File: src/gear_clock_pkg.sv
// Constants, register map and gear-ratio decode for the gear-ratio clock output control block.
package gear_clock_pkg;

  // ==========================================================================
  // Register offsets on the serial configuration port
  // ==========================================================================
  localparam logic [7:0] REG_GEAR = 8'h00;
  localparam logic [7:0] REG_OUT_LOW = 8'h01;
  localparam logic [7:0] REG_OUT_HIGH = 8'h02;
  localparam logic [7:0] REG_READBACK_LOW = 8'h03;
  localparam logic [7:0] REG_READBACK_HIGH = 8'h04;
  localparam logic [7:0] REG_BYTE_COUNT = 8'h07;
  localparam logic [7:0] REG_FREQ_SELECT = 8'h08;

  // ==========================================================================
  // Field positions
  // ==========================================================================
  localparam int GEAR_WIDE_ONE_TO_ONE_BIT = 7;
  localparam int GEAR_NARROW_ONE_TO_ONE_BIT = 6;
  localparam int GEAR_BAND_BIT = 4;
  localparam int OUT_HIGH_BANDWIDTH_BIT = 6;
  localparam int OUT_HIGH_PLL_BIT = 5;

  // ==========================================================================
  // Reset values
  // ==========================================================================
  localparam logic [7:0] GEAR_RESET = 8'hE9;
  localparam logic [7:0] OUT_LOW_RESET = 8'hFF;
  localparam logic [7:0] OUT_HIGH_RESET = 8'hFF;
  localparam logic [7:0] BYTE_COUNT_RESET = 8'h09;
  localparam logic [2:0] FREQ_BAND_HIGH_DEFAULT = 3'h3;
  localparam logic [2:0] FREQ_BAND_LOW_DEFAULT = 3'h6;
  localparam logic [2:0] FREQ_RESET = 3'h6;
  localparam logic [3:0] GEAR_CODE_UNITY = 4'h9;
  localparam logic [7:0] RATIO_UNITY = 8'h11;

  // ==========================================================================
  // Serial port
  // ==========================================================================
  localparam logic [3:0] SLAVE_ADDR_BASE = 4'hD;
  localparam logic [3:0] BITS_PER_BYTE = 4'h8;
  localparam logic [1:0] FIRST_DATA_BYTE = 2'h3;

  typedef enum {ST_IDLE, ST_RECV, ST_ACK, ST_SEND, ST_HOST_ACK} serial_state_type;

  // Returns {m, n}; output frequency is input times n/m.
  function automatic logic [7:0] gearRatio(input logic [4:0] code);
    logic [7:0] r;
    r = RATIO_UNITY;
    unique case (code[3:0])
      4'h0: r = 8'h31;
      4'h1: r = 8'h52;
      4'h2: r = 8'hC5;
      4'h3: r = 8'h21;
      4'h4: r = 8'h53;
      4'h5: r = 8'h85;
      4'h6: r = 8'h32;
      4'h7: r = code[4] ? 8'h54 : 8'h43;
      4'h8: r = 8'h65;
      4'h9: r = 8'h11;
      4'hA: r = 8'h56;
      4'hB: r = 8'h45;
      4'hC: r = 8'h34;
      4'hD: r = 8'h23;
      4'hE: r = 8'h35;
      4'hF: r = 8'h12;
    endcase
    return r;
  endfunction

endpackage

File: src/gear_ratio_clock_output_control.sv
// Configuration, strap latching and output control of the twelve-pair gear-ratio clock buffer.
//
// How it works
// - Pair drives only while its enable pin low.
// - One shared enable gates pairs ten and eleven.
// - Bypass strap low fanout, high zero-delay.
// - Three straps form low slave address bits.
// - Power-down pin stops clocks asynchronously.
// - All outputs start in 1:1 mode.
// - Two output groups configured independently.
// - Five-bit gear code selects m and n.
// - Gear bits power up to 1001.
// - Band strap selects input frequency band.
// - Three-bit code sets expected input frequency.
// - Band strap high defaults code to 011.
// - Two-wire slave port for configuration access.
// - Per-group gear enable, 1 means 1:1.
`timescale 1ns/10ps
`default_nettype none

module gear_ratio_clock_output_control #(
  parameter int PAIR_COUNT = 12
) (
  input wire logic sys_clk,
  input wire logic sys_rst,
  input wire logic clkEn,
  input wire logic [9:0] pairEnableLow,
  input wire logic sharedPairEnableLow,
  input wire logic loopBandwidthSelect,
  input wire logic slaveAddrStrapLsb,
  input wire logic slaveAddrStrapMid,
  input wire logic addrStrapBypassSelect,
  input wire logic powerGoodPowerdown,
  input wire logic freqBandStrap,
  input wire logic serialClockLine,
  input wire logic serialDataLineIn,
  input wire logic wideGroupClkLow,
  input wire logic narrowGroupClkLow,
  output logic serialDataLineOut,
  output logic serialDataLineOe,
  output logic [11:0] pairDriveEnable,
  output logic [3:0] wideM,
  output logic [3:0] wideN,
  output logic [3:0] narrowM,
  output logic [3:0] narrowN,
  output logic zeroDelayMode,
  output logic pllLowBandwidth,
  output logic freqCodeHigh,
  output logic freqCodeMid,
  output logic freqBand,
  output logic clocksStopped
);

  initial begin
    if (PAIR_COUNT != 12) $error("Only twelve output pairs are supported.");
  end

  // ==========================================================================
  // Input synchronisers
  // ==========================================================================
  logic [20:0] rawIn;
  logic [20:0] syncMeta;
  logic [20:0] syncIn;
  logic sclS, sdaS, pgS, bandS, bwS, bypS, sharedS, wideLowS, narrowLowS;
  logic [1:0] addrLowS;
  logic [9:0] oeLowS;
  logic sclPrev, sdaPrev;

  assign rawIn = {serialClockLine, serialDataLineIn, powerGoodPowerdown, freqBandStrap,
                  loopBandwidthSelect, addrStrapBypassSelect, slaveAddrStrapMid,
                  slaveAddrStrapLsb, sharedPairEnableLow, pairEnableLow,
                  wideGroupClkLow, narrowGroupClkLow};
  assign {sclS, sdaS, pgS, bandS, bwS, bypS, addrLowS, sharedS, oeLowS,
          wideLowS, narrowLowS} = syncIn;

  always_ff @(posedge sys_clk) begin
    if (sys_rst) begin
      // Idle levels: a zero here would read as power-good and latch straps at reset.
      syncMeta <= '1;
      syncIn <= '1;
      sclPrev <= 1'b1;
      sdaPrev <= 1'b1;
    end else if (clkEn) begin
      syncMeta <= rawIn;
      syncIn <= syncMeta;
      sclPrev <= sclS;
      sdaPrev <= sdaS;
    end
  end

  wire sclRise = sclS && !sclPrev;
  wire sclFall = !sclS && sclPrev;
  wire startCond = sclS && sclPrev && sdaPrev && !sdaS;
  wire stopCond = sclS && sclPrev && !sdaPrev && sdaS;

  // The pin carries both meanings: low is power-good, a later high is power-down.
  // Stopping must not wait for a clock that is itself being stopped.
  assign clocksStopped = powerGoodPowerdown;
  assign serialDataLineOut = 1'b0;

  // ==========================================================================
  // Strap latch and register file
  // ==========================================================================
  gear_clock_pkg::serial_state_type state;
  logic pgLatched, bypassStrap;
  logic [2:0] addrStrap;
  logic [7:0] gearReg, outLowReg, outHighReg, countReg, ptr, rxShift, txShift;
  logic [2:0] freqReg;
  logic [3:0] bitCnt;
  logic [1:0] byteNum;
  logic isRead, countPending;

  wire latchNow = !pgLatched && !pgS;
  wire [6:0] ownAddr = {gear_clock_pkg::SLAVE_ADDR_BASE, addrStrap};
  wire addrMatch = pgLatched && (rxShift[7:1] == ownAddr);
  wire byteDone = (state == gear_clock_pkg::ST_RECV) && sclFall
                  && (bitCnt == gear_clock_pkg::BITS_PER_BYTE);
  wire ackThis = (byteNum != 2'h0) || addrMatch;
  wire writeNow = byteDone && (byteNum == gear_clock_pkg::FIRST_DATA_BYTE);
  wire [7:0] readData =
    (ptr == gear_clock_pkg::REG_GEAR) ? gearReg :
    (ptr == gear_clock_pkg::REG_OUT_LOW) ? outLowReg :
    (ptr == gear_clock_pkg::REG_OUT_HIGH) ? outHighReg :
    (ptr == gear_clock_pkg::REG_READBACK_LOW) ? oeLowS[7:0] :
    (ptr == gear_clock_pkg::REG_READBACK_HIGH) ?
      {bandS, bwS, bypS, 2'h0, sharedS, oeLowS[9:8]} :
    (ptr == gear_clock_pkg::REG_BYTE_COUNT) ? countReg :
    (ptr == gear_clock_pkg::REG_FREQ_SELECT) ? {5'h00, freqReg} : 8'h00;
  wire [7:0] nextTx = countPending ? countReg : readData;

  always_ff @(posedge sys_clk) begin
    if (sys_rst) begin
      pgLatched <= 1'b0;
      addrStrap <= '0;
      bypassStrap <= 1'b0;
      gearReg <= gear_clock_pkg::GEAR_RESET;
      outLowReg <= gear_clock_pkg::OUT_LOW_RESET;
      outHighReg <= gear_clock_pkg::OUT_HIGH_RESET;
      countReg <= gear_clock_pkg::BYTE_COUNT_RESET;
      freqReg <= gear_clock_pkg::FREQ_RESET;
    end else if (clkEn) begin
      if (latchNow) begin
        pgLatched <= 1'b1;
        addrStrap <= {bypS, addrLowS};
        bypassStrap <= bypS;
        gearReg[gear_clock_pkg::GEAR_BAND_BIT] <= bandS;
        freqReg <= bandS ? gear_clock_pkg::FREQ_BAND_HIGH_DEFAULT
                         : gear_clock_pkg::FREQ_BAND_LOW_DEFAULT;
      end else if (writeNow) begin
        unique case (ptr)
          gear_clock_pkg::REG_GEAR: gearReg <= rxShift;
          gear_clock_pkg::REG_OUT_LOW: outLowReg <= rxShift;
          gear_clock_pkg::REG_OUT_HIGH: outHighReg <= rxShift;
          gear_clock_pkg::REG_BYTE_COUNT: countReg <= rxShift;
          gear_clock_pkg::REG_FREQ_SELECT: freqReg <= rxShift[2:0];
          default: ;
        endcase
      end
    end
  end

  // ==========================================================================
  // Two-wire slave: index block write and index block read
  // ==========================================================================
  always_ff @(posedge sys_clk) begin
    if (sys_rst) begin
      state <= gear_clock_pkg::ST_IDLE;
      serialDataLineOe <= 1'b0;
      bitCnt <= '0;
      byteNum <= '0;
      ptr <= '0;
      rxShift <= '0;
      txShift <= '0;
      isRead <= 1'b0;
      countPending <= 1'b0;
    end else if (clkEn) begin
      if (startCond) begin
        state <= gear_clock_pkg::ST_RECV;
        serialDataLineOe <= 1'b0;
        bitCnt <= '0;
        byteNum <= '0;
      end else if (stopCond) begin
        state <= gear_clock_pkg::ST_IDLE;
        serialDataLineOe <= 1'b0;
      end else begin
        unique case (state)
          gear_clock_pkg::ST_IDLE: ;
          gear_clock_pkg::ST_RECV: begin
            if (sclRise) begin
              rxShift <= {rxShift[6:0], sdaS};
              bitCnt <= bitCnt + 4'h1;
            end else if (byteDone) begin
              bitCnt <= '0;
              serialDataLineOe <= ackThis;
              state <= ackThis ? gear_clock_pkg::ST_ACK : gear_clock_pkg::ST_IDLE;
              if (byteNum != gear_clock_pkg::FIRST_DATA_BYTE) byteNum <= byteNum + 2'h1;
              if (byteNum == 2'h0) begin
                isRead <= rxShift[0];
                countPending <= rxShift[0];
              end
              if (byteNum == 2'h1) ptr <= rxShift;
              if (writeNow) ptr <= ptr + 8'h01;
            end
          end
          gear_clock_pkg::ST_ACK: begin
            if (sclFall) begin
              bitCnt <= '0;
              if (isRead) begin
                // The byte count goes out first, then the bytes from the pointer on.
                txShift <= nextTx;
                serialDataLineOe <= !nextTx[7];
                countPending <= 1'b0;
                if (!countPending) ptr <= ptr + 8'h01;
                state <= gear_clock_pkg::ST_SEND;
              end else begin
                serialDataLineOe <= 1'b0;
                state <= gear_clock_pkg::ST_RECV;
              end
            end
          end
          gear_clock_pkg::ST_SEND: begin
            if (sclRise) begin
              bitCnt <= bitCnt + 4'h1;
            end else if (sclFall) begin
              if (bitCnt == gear_clock_pkg::BITS_PER_BYTE) begin
                serialDataLineOe <= 1'b0;
                state <= gear_clock_pkg::ST_HOST_ACK;
              end else begin
                serialDataLineOe <= !txShift[6];
                txShift <= {txShift[6:0], 1'b0};
              end
            end
          end
          gear_clock_pkg::ST_HOST_ACK: begin
            if (sclRise) state <= sdaS ? gear_clock_pkg::ST_IDLE : gear_clock_pkg::ST_ACK;
          end
        endcase
      end
    end
  end

  // ==========================================================================
  // Output application, glitch-free per group
  // ==========================================================================
  // Enables and ratios move only while the group's clock is low, so no runt pulse can leave the pin.
  wire [9:0] wideEnable = ~oeLowS & {outHighReg[1:0], outLowReg};
  wire [1:0] narrowEnable = {2{~sharedS}} & outHighReg[3:2];
  wire [4:0] gearCode = {gearReg[gear_clock_pkg::GEAR_BAND_BIT], gearReg[3:0]};
  wire [7:0] wideRatio = gearReg[gear_clock_pkg::GEAR_WIDE_ONE_TO_ONE_BIT]
    ? gear_clock_pkg::RATIO_UNITY : gear_clock_pkg::gearRatio(gearCode);
  wire [7:0] narrowRatio = gearReg[gear_clock_pkg::GEAR_NARROW_ONE_TO_ONE_BIT]
    ? gear_clock_pkg::RATIO_UNITY : gear_clock_pkg::gearRatio(gearCode);

  always_ff @(posedge sys_clk) begin
    if (sys_rst) begin
      pairDriveEnable <= '0;
      wideM <= 4'h1;
      wideN <= 4'h1;
      narrowM <= 4'h1;
      narrowN <= 4'h1;
      zeroDelayMode <= 1'b0;
      pllLowBandwidth <= 1'b0;
      freqCodeHigh <= 1'b0;
      freqCodeMid <= 1'b0;
      freqBand <= 1'b0;
    end else if (clkEn) begin
      if (wideLowS) begin
        pairDriveEnable[9:0] <= wideEnable;
        {wideM, wideN} <= wideRatio;
      end
      if (narrowLowS) begin
        pairDriveEnable[11:10] <= narrowEnable;
        {narrowM, narrowN} <= narrowRatio;
      end
      zeroDelayMode <= bypassStrap && outHighReg[gear_clock_pkg::OUT_HIGH_PLL_BIT];
      pllLowBandwidth <= bwS && outHighReg[gear_clock_pkg::OUT_HIGH_BANDWIDTH_BIT];
      {freqCodeHigh, freqCodeMid, freqBand} <= freqReg;
    end
  end
endmodule // gear_ratio_clock_output_control

`default_nettype wire

File: config.mk
export PLATFORM = sky130hd
export DESIGN_NAME = gear_ratio_clock_output_control
export DESIGN_NICKNAME = d
export VERILOG_FILES = /design/src/gear_clock_pkg.sv /design/src/gear_ratio_clock_output_control.sv
export SDC_FILE = /design/constraint.sdc
export NUM_CORES = 1
export LEC_CHECK = 0
export BUFFER_PORTS_ARGS = -buffer_cell sky130_fd_sc_hd__buf_2
export CAP_MARGIN = 20
export CORE_MARGIN = 4
export CORE_UTILIZATION = 54
export DETAILED_ROUTE_END_ITERATION = 8
export PLACE_DENSITY = 0.76
export RECOVER_POWER = 100
export SYNTH_ARGS = -nofsm -noshare
export SYNTH_HDL_FRONTEND = slang
export SYNTH_SLANG_ARGS = --single-unit
File: constraint.sdc
create_clock -name sys_clk -period 1.9 [get_ports sys_clk]
set_input_delay 0.57 -clock sys_clk [delete_from_list [all_inputs] [get_ports sys_clk]]
set_output_delay 0.57 -clock sys_clk [all_outputs]
set_load 0.05 [all_outputs]
After elaboration in Yosys (flattened, before gate mapping):

Cells that the tools add are included.

* bits of input ports: 24
* output and inout port bits: 36
* flip-flop bits (word level): 181

* reductions and logical operators: 56
* bitwise logic cells: 8
* muxes and demuxes: 75
* add/subtract/negate cells: 3
* eq/ne operators: 53

Operators with widths (number)
* 32-bit two-way mux: 9
* 8-bit two-way mux: 16
* 32-bit case mux with 4 select lines: 1
* 8-bit case mux with 16 select lines: 1
* 32-bit by 2-bit equality test with 1-bit output (second input constant): 3
* 4-bit equality test (second input constant): 9
* 7-bit two-way mux: 5
* 32-bit by 1-bit equality test with 1-bit output (second input constant): 1
* 32-bit by 3-bit equality test with 1-bit output (second input constant): 1
* 4-bit inequality test (second input constant): 8
* 9-bit AND reduction: 3
* 4-bit two-way mux: 6
* 2-bit inequality test (second input constant): 11
* 2-bit two-way mux: 9
* 2-bit nonzero test: 9
* 4-bit by 3-bit equality test with 1-bit output (second input constant): 4
* 8-bit by 2-bit equality test with 1-bit output (second input constant): 2
* 8-bit by 3-bit equality test with 1-bit output (second input constant): 2
* 8-bit case mux with 2 select lines: 1
* 4-bit AND reduction: 4
* 1-bit two-way mux: 15
* 3-bit two-way mux: 5
* 5-bit two-way mux: 3
* 1-bit logical AND: 14
* other kinds (34): 53

Longest topological paths before layout:

Gate-level depths: netlist of run 1.

* depth after elaboration: 15
* gate-level depth with buffers: 9

Least setup slack after synthesis of run 1:

Ideal clock, no wire load.

* kind: register to register
* start point: reg bitCnt[0]
* end point: reg ptr[2]
* cell stages (with the launch flop): 10
* slack: -0.169 ns
* setup time: 0.132 ns
* data required time: 1.768 ns
* data arrival time: 1.937 ns
* period minus slack after synthesis: 2.069 ns
* cells stage by stage: dfxtp_1 inv_1 ha_1 and3b_1 clkbuf_1 a311oi_1 or4_1 buf_2 o21ai_0 a21oi_1

* cells in the longest elaborated chain, start to end: 7
* elaborated cells on any way between the ends: 10

RTL lines
* start: declaration: RTL line gear_ratio_clock_output_control.sv:109 `logic [3:0] bitCnt;`
* start signal: assignment: RTL line gear_ratio_clock_output_control.sv:191 `bitCnt <= bitCnt + 4'h1;`
* start signal: assignment: RTL line gear_ratio_clock_output_control.sv:223 `bitCnt <= bitCnt + 4'h1;`
* 4-bit equality test *: RTL line gear_ratio_clock_output_control.sv:117 `&& (bitCnt == gear_clock_pkg::BITS_PER_BYTE);`
* 1-bit logical AND *: RTL line gear_ratio_clock_output_control.sv:117
* 1-bit logical AND: RTL line gear_ratio_clock_output_control.sv:119 `wire writeNow = byteDone && (byteNum == gear_clock_pkg::FIRST_DATA_BYTE);`
* 8-bit two-way mux: RTL line gear_ratio_clock_output_control.sv:202 `if (writeNow) ptr <= ptr + 8'h01;`
* 8-bit two-way mux: RTL line gear_ratio_clock_output_control.sv:192 `end else if (byteDone) begin`
* 8-bit two-way mux: RTL line gear_ratio_clock_output_control.sv:189 `if (sclRise) begin`
* 8-bit case mux with 2 select lines: RTL line gear_ratio_clock_output_control.sv:186 `unique case (state)`
* end signal: assignment: RTL line gear_ratio_clock_output_control.sv:201 `if (byteNum == 2'h1) ptr <= rxShift;`
* end signal: assignment: RTL line gear_ratio_clock_output_control.sv:202
* end signal: assignment: RTL line gear_ratio_clock_output_control.sv:213 `if (!countPending) ptr <= ptr + 8'h01;`
* end: declaration: RTL line gear_ratio_clock_output_control.sv:107 `logic [7:0] gearReg, outLowReg, outHighReg, countReg, ptr, rxShift, txShift;`

Every way passes the cells marked *; elsewhere a longest branch is shown, timed or not. The select of a mux whose other input is x is not followed.
A chain may end at the register's enable or synchronous reset.

Worst setup path after layout of run 1:

* start point: reg bitCnt[1]
* end point: reg txShift[4]

* cells in the longest elaborated chain, start to end: 3

RTL lines
* 4-bit equality test: RTL line gear_ratio_clock_output_control.sv:225 `if (bitCnt == gear_clock_pkg::BITS_PER_BYTE) begin`
* 2-bit inequality test (no source line)
* 9-bit AND reduction (no source line)
* end signal: assignment: RTL line gear_ratio_clock_output_control.sv:210 `txShift <= nextTx;`
* end signal: assignment: RTL line gear_ratio_clock_output_control.sv:230 `txShift <= {txShift[6:0], 1'b0};`
* end: declaration: RTL line gear_ratio_clock_output_control.sv:107

No other way between the ends.

==> metrics.md, run 1 <==
| Metric | Value |
|---|---|
| Status | finished, violations left |
| Failing checks | setup timing |
| Die W | 124.9 um |
| Fin worst setup slack | -0.05072 ns |
| Worst Reg-to-Reg Cells | 9 |
| # IOs | 60 |
| Element type at the critical path start | flop |
| Vias in the first global route | 6,544 |
| CTS HTree Levels | 4 |
| Place WS | -0.1304 ns |
| Register area | 2988 um2 |
| DR DRC count | 0 |
| Num CTS Buffers | 17 |
| Clock Sinks | 149 |
| Slowest cell on crit path | a2111oi_4 |
| Clock share of power | 0.461 |
| Crit path capture | txShift[4] |
| Clock slew at reported path FFs | 0.07 ns |
| Final Skew | 0.005754 ns |
| Clock network latency to the later pin of the worst-skew pair | 0.43 ns |
| Cell Area, Synth | 7376 um2 |
| YS warnings | 0 |
| Sequential power share | 0.475 |
| Crit-path max cell delay | roughly 0.37 ns |
| Syn avg cell area | 8.315 um2 |
| Max-cap violations | 0 |
| Area of the core | ~13,000 um2 |
| Die area | 15,590 um2 |
| Fraction of layout cells with a size suffix above 1 | 0.2478 |
| Via count | about 7,100 |
| Max Clock Freq | 0.5126 GHz |
| Gr ovfl total | 0 |
| CP max FO | 7 |
| Initial antenna violation count | 0 |
| Nets@finish | about 1,000 |
| Synth Instances | between 800 and 900 |
| Worst R2R Start | bitCnt[1] |
| Diodes inserted | 0 |
| Worst path arrival time | 2.25 ns |
| R2R setup slack | -0.05 ns |
| WHS | 0.3532 ns |
| Final number of setup-violating endpoints | 5 |
| Row cnt | 42 |
| Met1 usage | 0.3588 |
| Commonest non-fill, non-tap cell in the layout | dfxtp_1 |
| Fin cells | 1,189 |
| GRT Total Usage | 0.2643 |
| Pins Over Slew Limit | 0 |
| TNS Setup | -0.09696 ns |
| Most frequent cells in the layout | 145 x dfxtp_1, 101 x nand2_1, 98 x nor2_1, 81 x mux2i_1, 81 x buf_4 |
| IO buf count | 56 |
| Cells after DPL | 1,151 |
| Multi-input logic area | about 4300 um2 |
| Starting Density | 0.5548 |
| Sequential fraction of the synthesis area | 0.4044 |
| Standby leakage power | 3.890 nW |
| Total Wirelength | 20.97 mm |
| Worst slew margin | 0.5892 |
| Minimum clock period | ~2.0 ns |
| Post-synth ARST share | 0 |
| GR Util met2 | 0.4154 |
| DR WL/cell | 17.63 um |
| Psw | 1.767 mW |
| EDFF count, synth | 0 |
| Drt first pass iters | 7 |
| Number of fill cells | roughly 1,100 |
| Tcrit/Tclk final | 1.027 |
| Gate power share | 0.064 |
| Peak supply drop | 0.6768 mV |
| Detailed Place HPWL | 14.58 mm |
| Grt met3 use | 0.05875 |
| Nature of the critical path endpoint | flop |
| First-pass GRT wire length | 33.79 mm |
| Yosys reg bits | 149 |
| Post-CTS Hold Fix Bufs | 0 |
| Required @ worst endpoint | approximately 2.2 ns |
| Hold crit path type | primary input to flop |
| CTS tree | built |
| Int Pwr | between 5 and 6 mW |
| Cells along the critical path | inv_1 -> ha_4 -> and3b_2 -> buf_8 -> a2111oi_4 -> buf_6 -> nor2b_4 -> a41oi_2 -> o22ai_1 |
| Crit path from | bitCnt[1] |
| GR peak layer | met2 |
| Netlist cell types | 70 |
| RSZ-0062 raised after global routing | yes |
| Synth Flop Type | dfxtp_1 |
| Largest net degree at the start of global routing | 42 |
| Post-detailed-route count of antenna-violating nets | 0 |
| Least-Margin Pin Slew | 0.6162 ns |
| Switch share | 0.2595 |
| DR vias/cell | just under 6 |
| Area delta synth->final | 26.70% |
| Root Buffer | clkbuf_16 |
| Critical path class | flop to flop |
| Worst reg2reg path endpoint | txShift[4] |
| Initial DRC Count | 748 |
| Total power | 6.812 mW |
| Final Hold Fails | 0 |
| PD cells | 729.0 nW/um2 |
| DIE HEIGHT | 124.9 um |
| Maximum root-to-sink buffer count | 2 |
| Final Wtd Congestion | 0.9724 |
per-layer routing:
metal  vias to the layer above  routed length [um]  part of all wire
met4                         0                 627             0.030
li1                       3394                   -                 -
met3                        50                1607             0.077
met2                       309                9522              0.45
met1                      3311                9210              0.44
met5                         -                   0                 0
worst max-delay path: cells and delay by family, from the launching register on:
kind	cells	cell delay (ns)
AOI/OAI and AO/OA	3	0.65
and+or+nand+nor	2	0.28
buffers and inverters	3	0.41
adders and majority gates	1	0.15
DFF	1	0.33
registers in the layout, summed over array words and instances, names as in the netlist, 3 cells and up:
| signal | flops |
|---|---|
| bitCnt | 4 |
| countReg | 8 |
| freqReg | 3 |
| gearReg | 8 |
| narrowM | 4 |
| narrowN | 3 |
| outHighReg | 8 |
| outLowReg | 8 |
| pairDriveEnable | 12 |
| ptr | 8 |
| rxShift | 8 |
| state | 3 |
| syncIn | 21 |
| syncMeta | 21 |
| txShift | 7 |
| wideM | 4 |
| wideN | 3 |
cell families after synthesis:
kind of cell	count (synthesis)	share of synthesized area
muxes	87	0.1186
other	1	0.0005084
and+or+nand+nor	337	0.2232
adders and majority gates	9	0.01527
xor gates and xnor gates	5	0.005938
AOI/OAI and AO/OA	206	0.1817
buffers and inverters	93	0.05038
DFF	149	0.4044
how the worst min path moves through the flow:
stage / to / slack (ns) / start / cells past startpoint
3_5_place_dp: syncMeta[7] / 0.46 / syncMeta[7] / 2
5_1_grt: syncMeta[8] / 0.36 / pairEnableLow[6] / 3
3_3_place_gp: syncMeta[20] / 0.45 / syncMeta[20] / 2
2_1_floorplan: syncMeta[0] / 0.44 / syncMeta[0] / 2
4_1_cts: syncMeta[1] / 0.34 / wideGroupClkLow / 3
6_report: syncMeta[1] / 0.35 / wideGroupClkLow / 3
power groups by stage:
stage | Sequential (mW) | Clock [mW] | Combinational (mW)
final | 3.24 | 3.14 | 0.434
after global placement | 3.30 | 0 | 0.422
after detailed placement | 3.31 | 0 | 0.428
after floorplan | 3.32 | 0 | 0.265
after global routing | 3.24 | 3.31 | 0.476
after CTS | 3.24 | 3.17 | 0.436
per-stage QoR:
step	util	instance area [um2]
after floorplan	-	7407
after global placement	0.6346	8437
after detailed placement	0.6346	8437
after CTS	0.6837	9090
after global routing	0.7029	9345
final	0.7029	9345
cells in the mapped netlist (6+ instances only):
| cell | n | area [um2] |
|---|---|---|
| a211oi_1 | 6 | 45.04 |
| a21oi_1 | 65 | 325.3 |
| a22oi_1 | 11 | 82.58 |
| a31oi_1 | 8 | 50.05 |
| and3_1 | 6 | 37.54 |
| buf_1 | 6 | 22.52 |
| buf_2 | 6 | 30.03 |
| clkbuf_1 | 52 | 195.2 |
| dfxtp_1 | 149 | 2983 |
| ha_1 | 9 | 112.6 |
| inv_1 | 23 | 86.33 |
| mux2i_1 | 84 | 840.8 |
| nand2_1 | 101 | 379.1 |
| nand2b_1 | 15 | 93.84 |
| nand3_1 | 24 | 120.1 |
| nand3b_1 | 6 | 45.04 |
| nand4_1 | 10 | 62.56 |
| nor2_1 | 101 | 379.1 |
| nor2b_1 | 10 | 62.56 |
| nor3_1 | 19 | 95.09 |
| nor3b_1 | 17 | 127.6 |
| o211ai_1 | 10 | 75.07 |
| o21a_1 | 7 | 52.55 |
| o21ai_0 | 43 | 215.2 |
| o41ai_1 | 6 | 52.55 |
final cells by class:
cell class,instances,share of cell area
inverter,25,0.01004
tap,176,0.02356
clock inverter,15,0.01312
sequential,149,0.3197
multi-input combinational,647,0.4630
clock buffer,17,0.04552
timing repair buffer,160,0.1251
repair_timing:
item                                    CTS  global route
pin swaps                                 2            21
endpoints found under the setup margin   26            40
resized for setup                        24            55
setup buffers                             0             6
cloned                                    1             1
No activity file was read; power rests on OpenSTA's default activity.
==> inputs of run 2 (changes only) <==
--- a/config.mk
+++ b/config.mk
@@ -8,9 +8,9 @@
 export BUFFER_PORTS_ARGS = -buffer_cell sky130_fd_sc_hd__buf_2
 export CAP_MARGIN = 20
 export CORE_MARGIN = 4
-export CORE_UTILIZATION = 54
+export CORE_UTILIZATION = 50
 export DETAILED_ROUTE_END_ITERATION = 8
-export PLACE_DENSITY = 0.76
+export PLACE_DENSITY = 0.71
 export RECOVER_POWER = 100
 export SYNTH_ARGS = -nofsm -noshare
 export SYNTH_HDL_FRONTEND = slang
==> run 2 against run 1 <==
  * The run still ends with setup timing left
  * Non-clock buffer count increased by 19
  * Total power increased by 2.4%
  * Via count increased by 0.14%
  * Final cell count increased by 2.3%
  * Maximum frequency decreased by 1.7%
  * Design area increased by 1.2%
  * First-iteration DRC count decreased by 11%
  * Clock skew increased by 0.0015 ns
  * Die area increased by 7.5%
  * Sequential power about the same
  * Count of clock-buffer cells in the layout unchanged
  * Highest routed layer unchanged
==> metrics.md, run 2 (synthesis results as in run 1) <==
| Metric | Value |
|---|---|
| Status | finished, violations left |
| Failing checks | setup timing |
| # IOs | 60 |
| Crit-path max cell delay | 0.60 ns |
| Final Wtd Congestion | 0.9503 |
| Clock slew at reported path FFs | 0.07 ns |
| Required @ worst endpoint | ~2.2 ns |
| Largest net degree at the start of global routing | 46 |
| Minimum clock period | 1.985 ns |
| Finished Core Util | 0.6530 |
| Vias in the first global route | 6,550 |
| Critical path class | flop to flop |
| Area delta synth->final | 28.18% |
| Post-detailed-route count of antenna-violating nets | 0 |
| GRT Total Usage | 0.2606 |
| Instance count on the critical path | 5 |
| Regs by FF count | syncIn (21), syncMeta (21), pairDriveEnable (12) |
| Starting Density | 0.5094 |
| Pins Over Slew Limit | 0 |
| Detailed Place HPWL | 15.36 mm |
| Hold Path Stages | 3 |
| Total power | 6.974 mW |
| DR DRC count | 0 |
| Fin cells | about 1,200 |
| Diodes inserted | 0 |
| Gr ovfl total | 0 |
| Place WS | -0.1491 ns |
| Final Hold Fails | 0 |
| Num CTS Buffers | 17 |
| Area of the core | 14,480 um2 |
| DR vias/cell | 5.817 |
| R2R setup slack | -0.09 ns |
| Via count | just over 7,000 |
| Max-cap violations | 0 |
| Drt first pass iters | 6 |
| Worst slew margin | 0.6052 |
| PD cells | between 700 and 800 nW/um2 |
| CTS HTree Levels | 4 |
| Tcrit/Tclk final | 1.045 |
| TNS Setup | -0.4752 ns |
| Most frequent cells in the layout | 142 x dfxtp_1, 100 x nand2_1, 98 x nor2_1, 96 x buf_4, 81 x mux2i_1 |
| Initial antenna violation count | 0 |
| Total Wirelength | 21.67 mm |
| Die area | 16,760 um2 |
| Least-Margin Pin Slew | 0.5922 ns |
| Root Buffer | clkbuf_16 |
| Worst path top cell family by delay | simple AND/OR/NAND/NOR gates |
| Worst Reg-to-Reg Cells | 5 |
| CTS tree | built |
| First-pass GRT wire length | 34.49 mm |
| Slowest cell on crit path | or4_4 |
| Finished Cell Area | 9454 um2 |
| Element type at the critical path start | flop |
| Fin worst setup slack | -0.08521 ns |
| DR WL/cell | 17.82 um |
| IO buf count | 56 |
| Commonest non-fill, non-tap cell in the layout | dfxtp_1 |
| Row cnt | 44 |
| Max Clock Freq | 0.5037 GHz |
| Final Skew | 0.007265 ns |
| Cells after DPL | 1,163 |
| WHS | roughly 0.36 ns |
| Number of fill cells | 1,259 |
| Cells along the critical path | or3b_4 -> o21ba_4 -> or4_4 -> o211ai_1 -> o21ai_1 |
| Initial DRC Count | 664 |
| Die W | 129.5 um |
| Hold crit path type | primary input to flop |
| Worst path arrival time | 2.29 ns |
| CP Buf/Inv Count | 0 |
| Post-CTS Hold Fix Bufs | 0 |
| Clock Sinks | roughly 150 |
| Clock network latency to the later pin of the worst-skew pair | ~0.42 ns |
| Register area | 2994 um2 |
| DIE HEIGHT | ~130 um |
| Maximum root-to-sink buffer count | 2 |
| Fraction of layout cells with a size suffix above 1 | 0.2655 |
| CP max FO | 8 |
| Nets@finish | approximately 1,100 |
| Final number of setup-violating endpoints | 13 |
| Nature of the critical path endpoint | flop |
| Standby leakage power | 3.961 nW |
| Multi-input logic area | 4288 um2 |
| Placed Area | around 8500 um2 |
| RSZ-0062 raised after global routing | yes |
| Peak supply drop | 0.6257 mV |
[run 2: area by class of cell]
class | count | share of cell area
Multi-Input combinational cell | 647 | 0.4535
Sequential cell | 149 | 0.3167
Timing Repair Buffer | 179 | 0.1350
Clock buffer | 17 | 0.04500
Tap cell | 184 | 0.02435
Clock inverter | 15 | 0.01548
Inverter | 25 | 0.009926
[run 2: repair_timing]
action | 4_1_cts | 5_1_grt
buffers inserted | 8 | 12
cloned | 1 | 1
endpoints found under the hold margin | 0 | 0
pin swaps | 14 | 17
gates resized for setup | 37 | 43
endpoints found under the setup margin | 49 | 47
[run 2: power by group]
| part | switching [mW] | total [mW] | internal [mW] | leakage [nW] |
|---|---|---|---|---|
| clock | 1.47 | 3.30 | 1.84 | 0.281 |
| combinational | 0.276 | 0.434 | 0.158 | 2.47 |
| sequential | 0.0515 | 3.24 | 3.18 | 1.21 |
[run 2: metal layers]
layer	global-route usage	vias to the layer above	share of wire
li1	-	3434	-
met4	0.08435	0	0.018
met3	0.04328	37	0.058
met1	0.3635	3343	0.46
met2	0.4143	260	0.46
met5	0	-	0
[run 2: final timing paths]
check              startpoint           end
max                  state[0]        ptr[4]
min          pairEnableLow[1]   syncMeta[3]
min reg2reg      addrStrap[1]  addrStrap[1]
max reg2reg          state[0]        ptr[4]
[run 2: worst min-delay path, cell delays in order]
cell and delay (ns):
buf_2 0.08, mux2i_1 0.06, nand2_1 0.05
==> inputs of run 3 (changes only) <==
--- a/config.mk
+++ b/config.mk
@@ -8,9 +8,8 @@
 export BUFFER_PORTS_ARGS = -buffer_cell sky130_fd_sc_hd__buf_2
 export CAP_MARGIN = 20
 export CORE_MARGIN = 4
-export CORE_UTILIZATION = 50
+export CORE_UTILIZATION = 40
 export DETAILED_ROUTE_END_ITERATION = 8
-export PLACE_DENSITY = 0.71
 export RECOVER_POWER = 100
 export SYNTH_ARGS = -nofsm -noshare
 export SYNTH_HDL_FRONTEND = slang
==> constraint.sdc (replaced) <==
create_clock -name sys_clk -period 1.9 [get_ports sys_clk]
set_input_delay 0.38 -clock sys_clk [delete_from_list [all_inputs] [get_ports sys_clk]]
set_output_delay 0.38 -clock sys_clk [all_outputs]
set_load 0.05 [all_outputs]
==> run 3 against run 2 <==
  * The flow still finishes with violations (setup timing)
  * Design area fell by 3.4%
  * Sequential cell count did not move
  * Total power rose by 0.20%
  * Count of clock-buffer cells in the layout rose by 1
  * Routed wire length rose by 0.20%
  * Hold slack got worse by 0.20 ns
  * Final cell count rose by 0.58%
  * Critical path type unchanged
==> metrics.md, run 3 (synthesis results as in run 1) <==
| Metric | Value |
|---|---|
| Standby leakage power | 3.673 nW |
| Diodes inserted | 0 |
| Peak supply drop | 0.6305 mV |
| Total power | 6.988 mW |
| Root Buffer | clkbuf_16 |
| RSZ-0062 raised after global routing | yes |
| Element type at the critical path start | flop |
| Final number of setup-violating endpoints | 1 |
| CTS HTree Levels | 4 |
| Clock Sinks | 149 |
| Post-CTS Hold Fix Bufs | 0 |
| Vias in the first global route | 6,275 |
| Critical path class | flop to flop |
| CTS tree | built |
| Commonest non-fill, non-tap cell in the layout | dfxtp_1 |
| Post-detailed-route count of antenna-violating nets | 0 |
| PD cells | 765.4 nW/um2 |
| DR WL/cell | 17.76 um |
| # IOs | 60 |
| Detailed Place HPWL | 15.19 mm |
| DR DRC count | 0 |
| Switch share | 0.2559 |
| Worst slew margin | 0.07145 |
| Tcrit/Tclk final | 1.000 |
| DR vias/cell | 5.581 |
| Worst path top cell family by delay | compound AO/OA/AOI/OAI gates |
| Gate power share | 0.060 |
| Minimum clock period | about 1.9 ns |
| Num CTS Buffers | 17 |
| Clock slew at reported path FFs | 0.07 ns |
| Initial antenna violation count | 0 |
| Most frequent cells in the layout | 140 x dfxtp_1, 100 x nand2_1, 99 x nor2_1, 83 x mux2i_1, 69 x buf_4 |
| Pins Over Slew Limit | 0 |
| CP Buf/Inv Count | 3 |
| Cells along the critical path | inv_2 -> ha_4 -> and3b_2 -> buf_6 -> a2111oi_4 -> buf_6 -> nor2b_1 -> a41oi_1 -> o22ai_1 |
| Crit-path max cell delay | approximately 0.4 ns |
| Least-Margin Pin Slew | 1.393 ns |
| Final Hold Fails | 0 |
| Die W | 143.8 um |
| Fraction of layout cells with a size suffix above 1 | 0.1901 |
| First-pass GRT wire length | 34.20 mm |
| Total Wirelength | around 22 mm |
| Drt first pass iters | 6 |
| Clock network latency to the later pin of the worst-skew pair | 0.43 ns |
| Regs by FF count | syncIn (21), syncMeta (21), pairDriveEnable (12) |
| Cells after DPL | 1,187 |
| Nets@finish | 1,014 |
| Cell mode on critical path | buf_6 |
| Clock share of power | 0.477 |
| Final Wtd Congestion | 0.9581 |
| Area delta synth->final | 23.77% |
| Fin worst setup slack | -0.0002960 ns |
| Largest net degree at the start of global routing | 66 |
| Row cnt | between 40 and 50 |
| Int Pwr | 5.200 mW |
| Finished Core Util | 0.5065 |
| Hold crit path type | primary input to flop |
| Nature of the critical path endpoint | flop |
| Worst path arrival time | 2.21 ns |
| Initial DRC Count | between 600 and 700 |
| Final Skew | 0.01086 ns |
| Max Clock Freq | 0.5262 GHz |
| Status | finished, violations left |
| Gr ovfl total | 0 |
| Die area | between 20,000 and 25,000 um2 |
| Required @ worst endpoint | ~2.2 ns |
| Max-cap violations | 0 |
| Slowest cell on crit path | a2111oi_4 |
| Sequential power share | 0.463 |
| Starting Density | 0.4092 |
| Via count | 6,825 |
| Failing checks | setup timing |
| Maximum root-to-sink buffer count | 2 |
| Place WS | -0.01719 ns |
| DIE HEIGHT | between 100 and 150 um |
| IO buf count | 56 |
| Psw | 1.788 mW |
| Area of the core | between 15,000 and 20,000 um2 |
| GRT Total Usage | 0.2100 |
| CP max FO | 7 |
| Fin cells | about 1,200 |
-- run 3: path summary, 6_finish.rpt --
| kind | startpoint | cells past startpoint | to | slack (ns) |
|---|---|---|---|---|
| setup reg to reg | bitCnt[0] | 9 | txShift[3] | -0.0003 |
| hold reg to reg | syncMeta[20] | 2 | syncMeta[20] | 0.47 |
| hold / removal | wideGroupClkLow | 3 | syncMeta[1] | 0.16 |
| setup / recovery | bitCnt[0] | 9 | txShift[3] | -0.0003 |
-- run 3: repair_timing --
| action | CTS | global route |
|---|---|---|
| pin swaps | 2 | 13 |
| cloned | 0 | 1 |
| endpoints found under the setup margin | 37 | 34 |
| setup buffers | 0 | 4 |
| resized for setup | 12 | 46 |
-- run 3: area by class of cell --
cell class | instances | area (um2)
Clock buffer | 18 | 439.2
Multi-Input combinational cell | 647 | 4208
Timing Repair Buffer | 141 | 965.9
Inverter | 25 | 93.84
Sequential cell | 149 | 2997
Fill cell | 1776 | 8896
Clock inverter | 14 | 138.9
Tap cell | 229 | 286.5
-- run 3: worst register-to-register path, cell delays in order (launching register included) --
cell and delay (ns):
dfxtp_2 0.34, inv_2 0.05, ha_4 0.15, and3b_2 0.21, buf_6 0.14, a2111oi_4 0.39, buf_6 0.17, nor2b_1 0.04
a41oi_1 0.19, o22ai_1 0.10
-- run 3: metrics by stage --
step,hold WS (ns),setup TNS (ns),instance area (um2)
6_report,0.1629,-0.0002960,9129
5_1_grt,0.1552,-1.512,9129
4_1_cts,0.1478,-0.02584,9000
3_5_place_dp,0.4606,-0.02866,8376
3_3_place_gp,0.4564,-0.09122,8376
2_1_floorplan,0.4413,-0.1472,7407
-- run 3: power by group through the flow --
stage / sequential [mW] / combinational [mW] / clock [mW]
6_report: 3.24 / 0.417 / 3.33
5_1_grt: 3.24 / 0.460 / 3.52
4_1_cts: 3.24 / 0.427 / 3.38
3_5_place_dp: 3.31 / 0.424 / 0
3_3_place_gp: 3.31 / 0.421 / 0
2_1_floorplan: 3.32 / 0.265 / 0
-- run 3: routing by layer --
metal	GRT usage	wire length, um	up-vias
li1	-	-	3348
met1	0.2949	10240	3231
met2	0.3293	9813	215
met3	0.03494	1135	31
met4	0.06888	530	0
met5	0	0	-
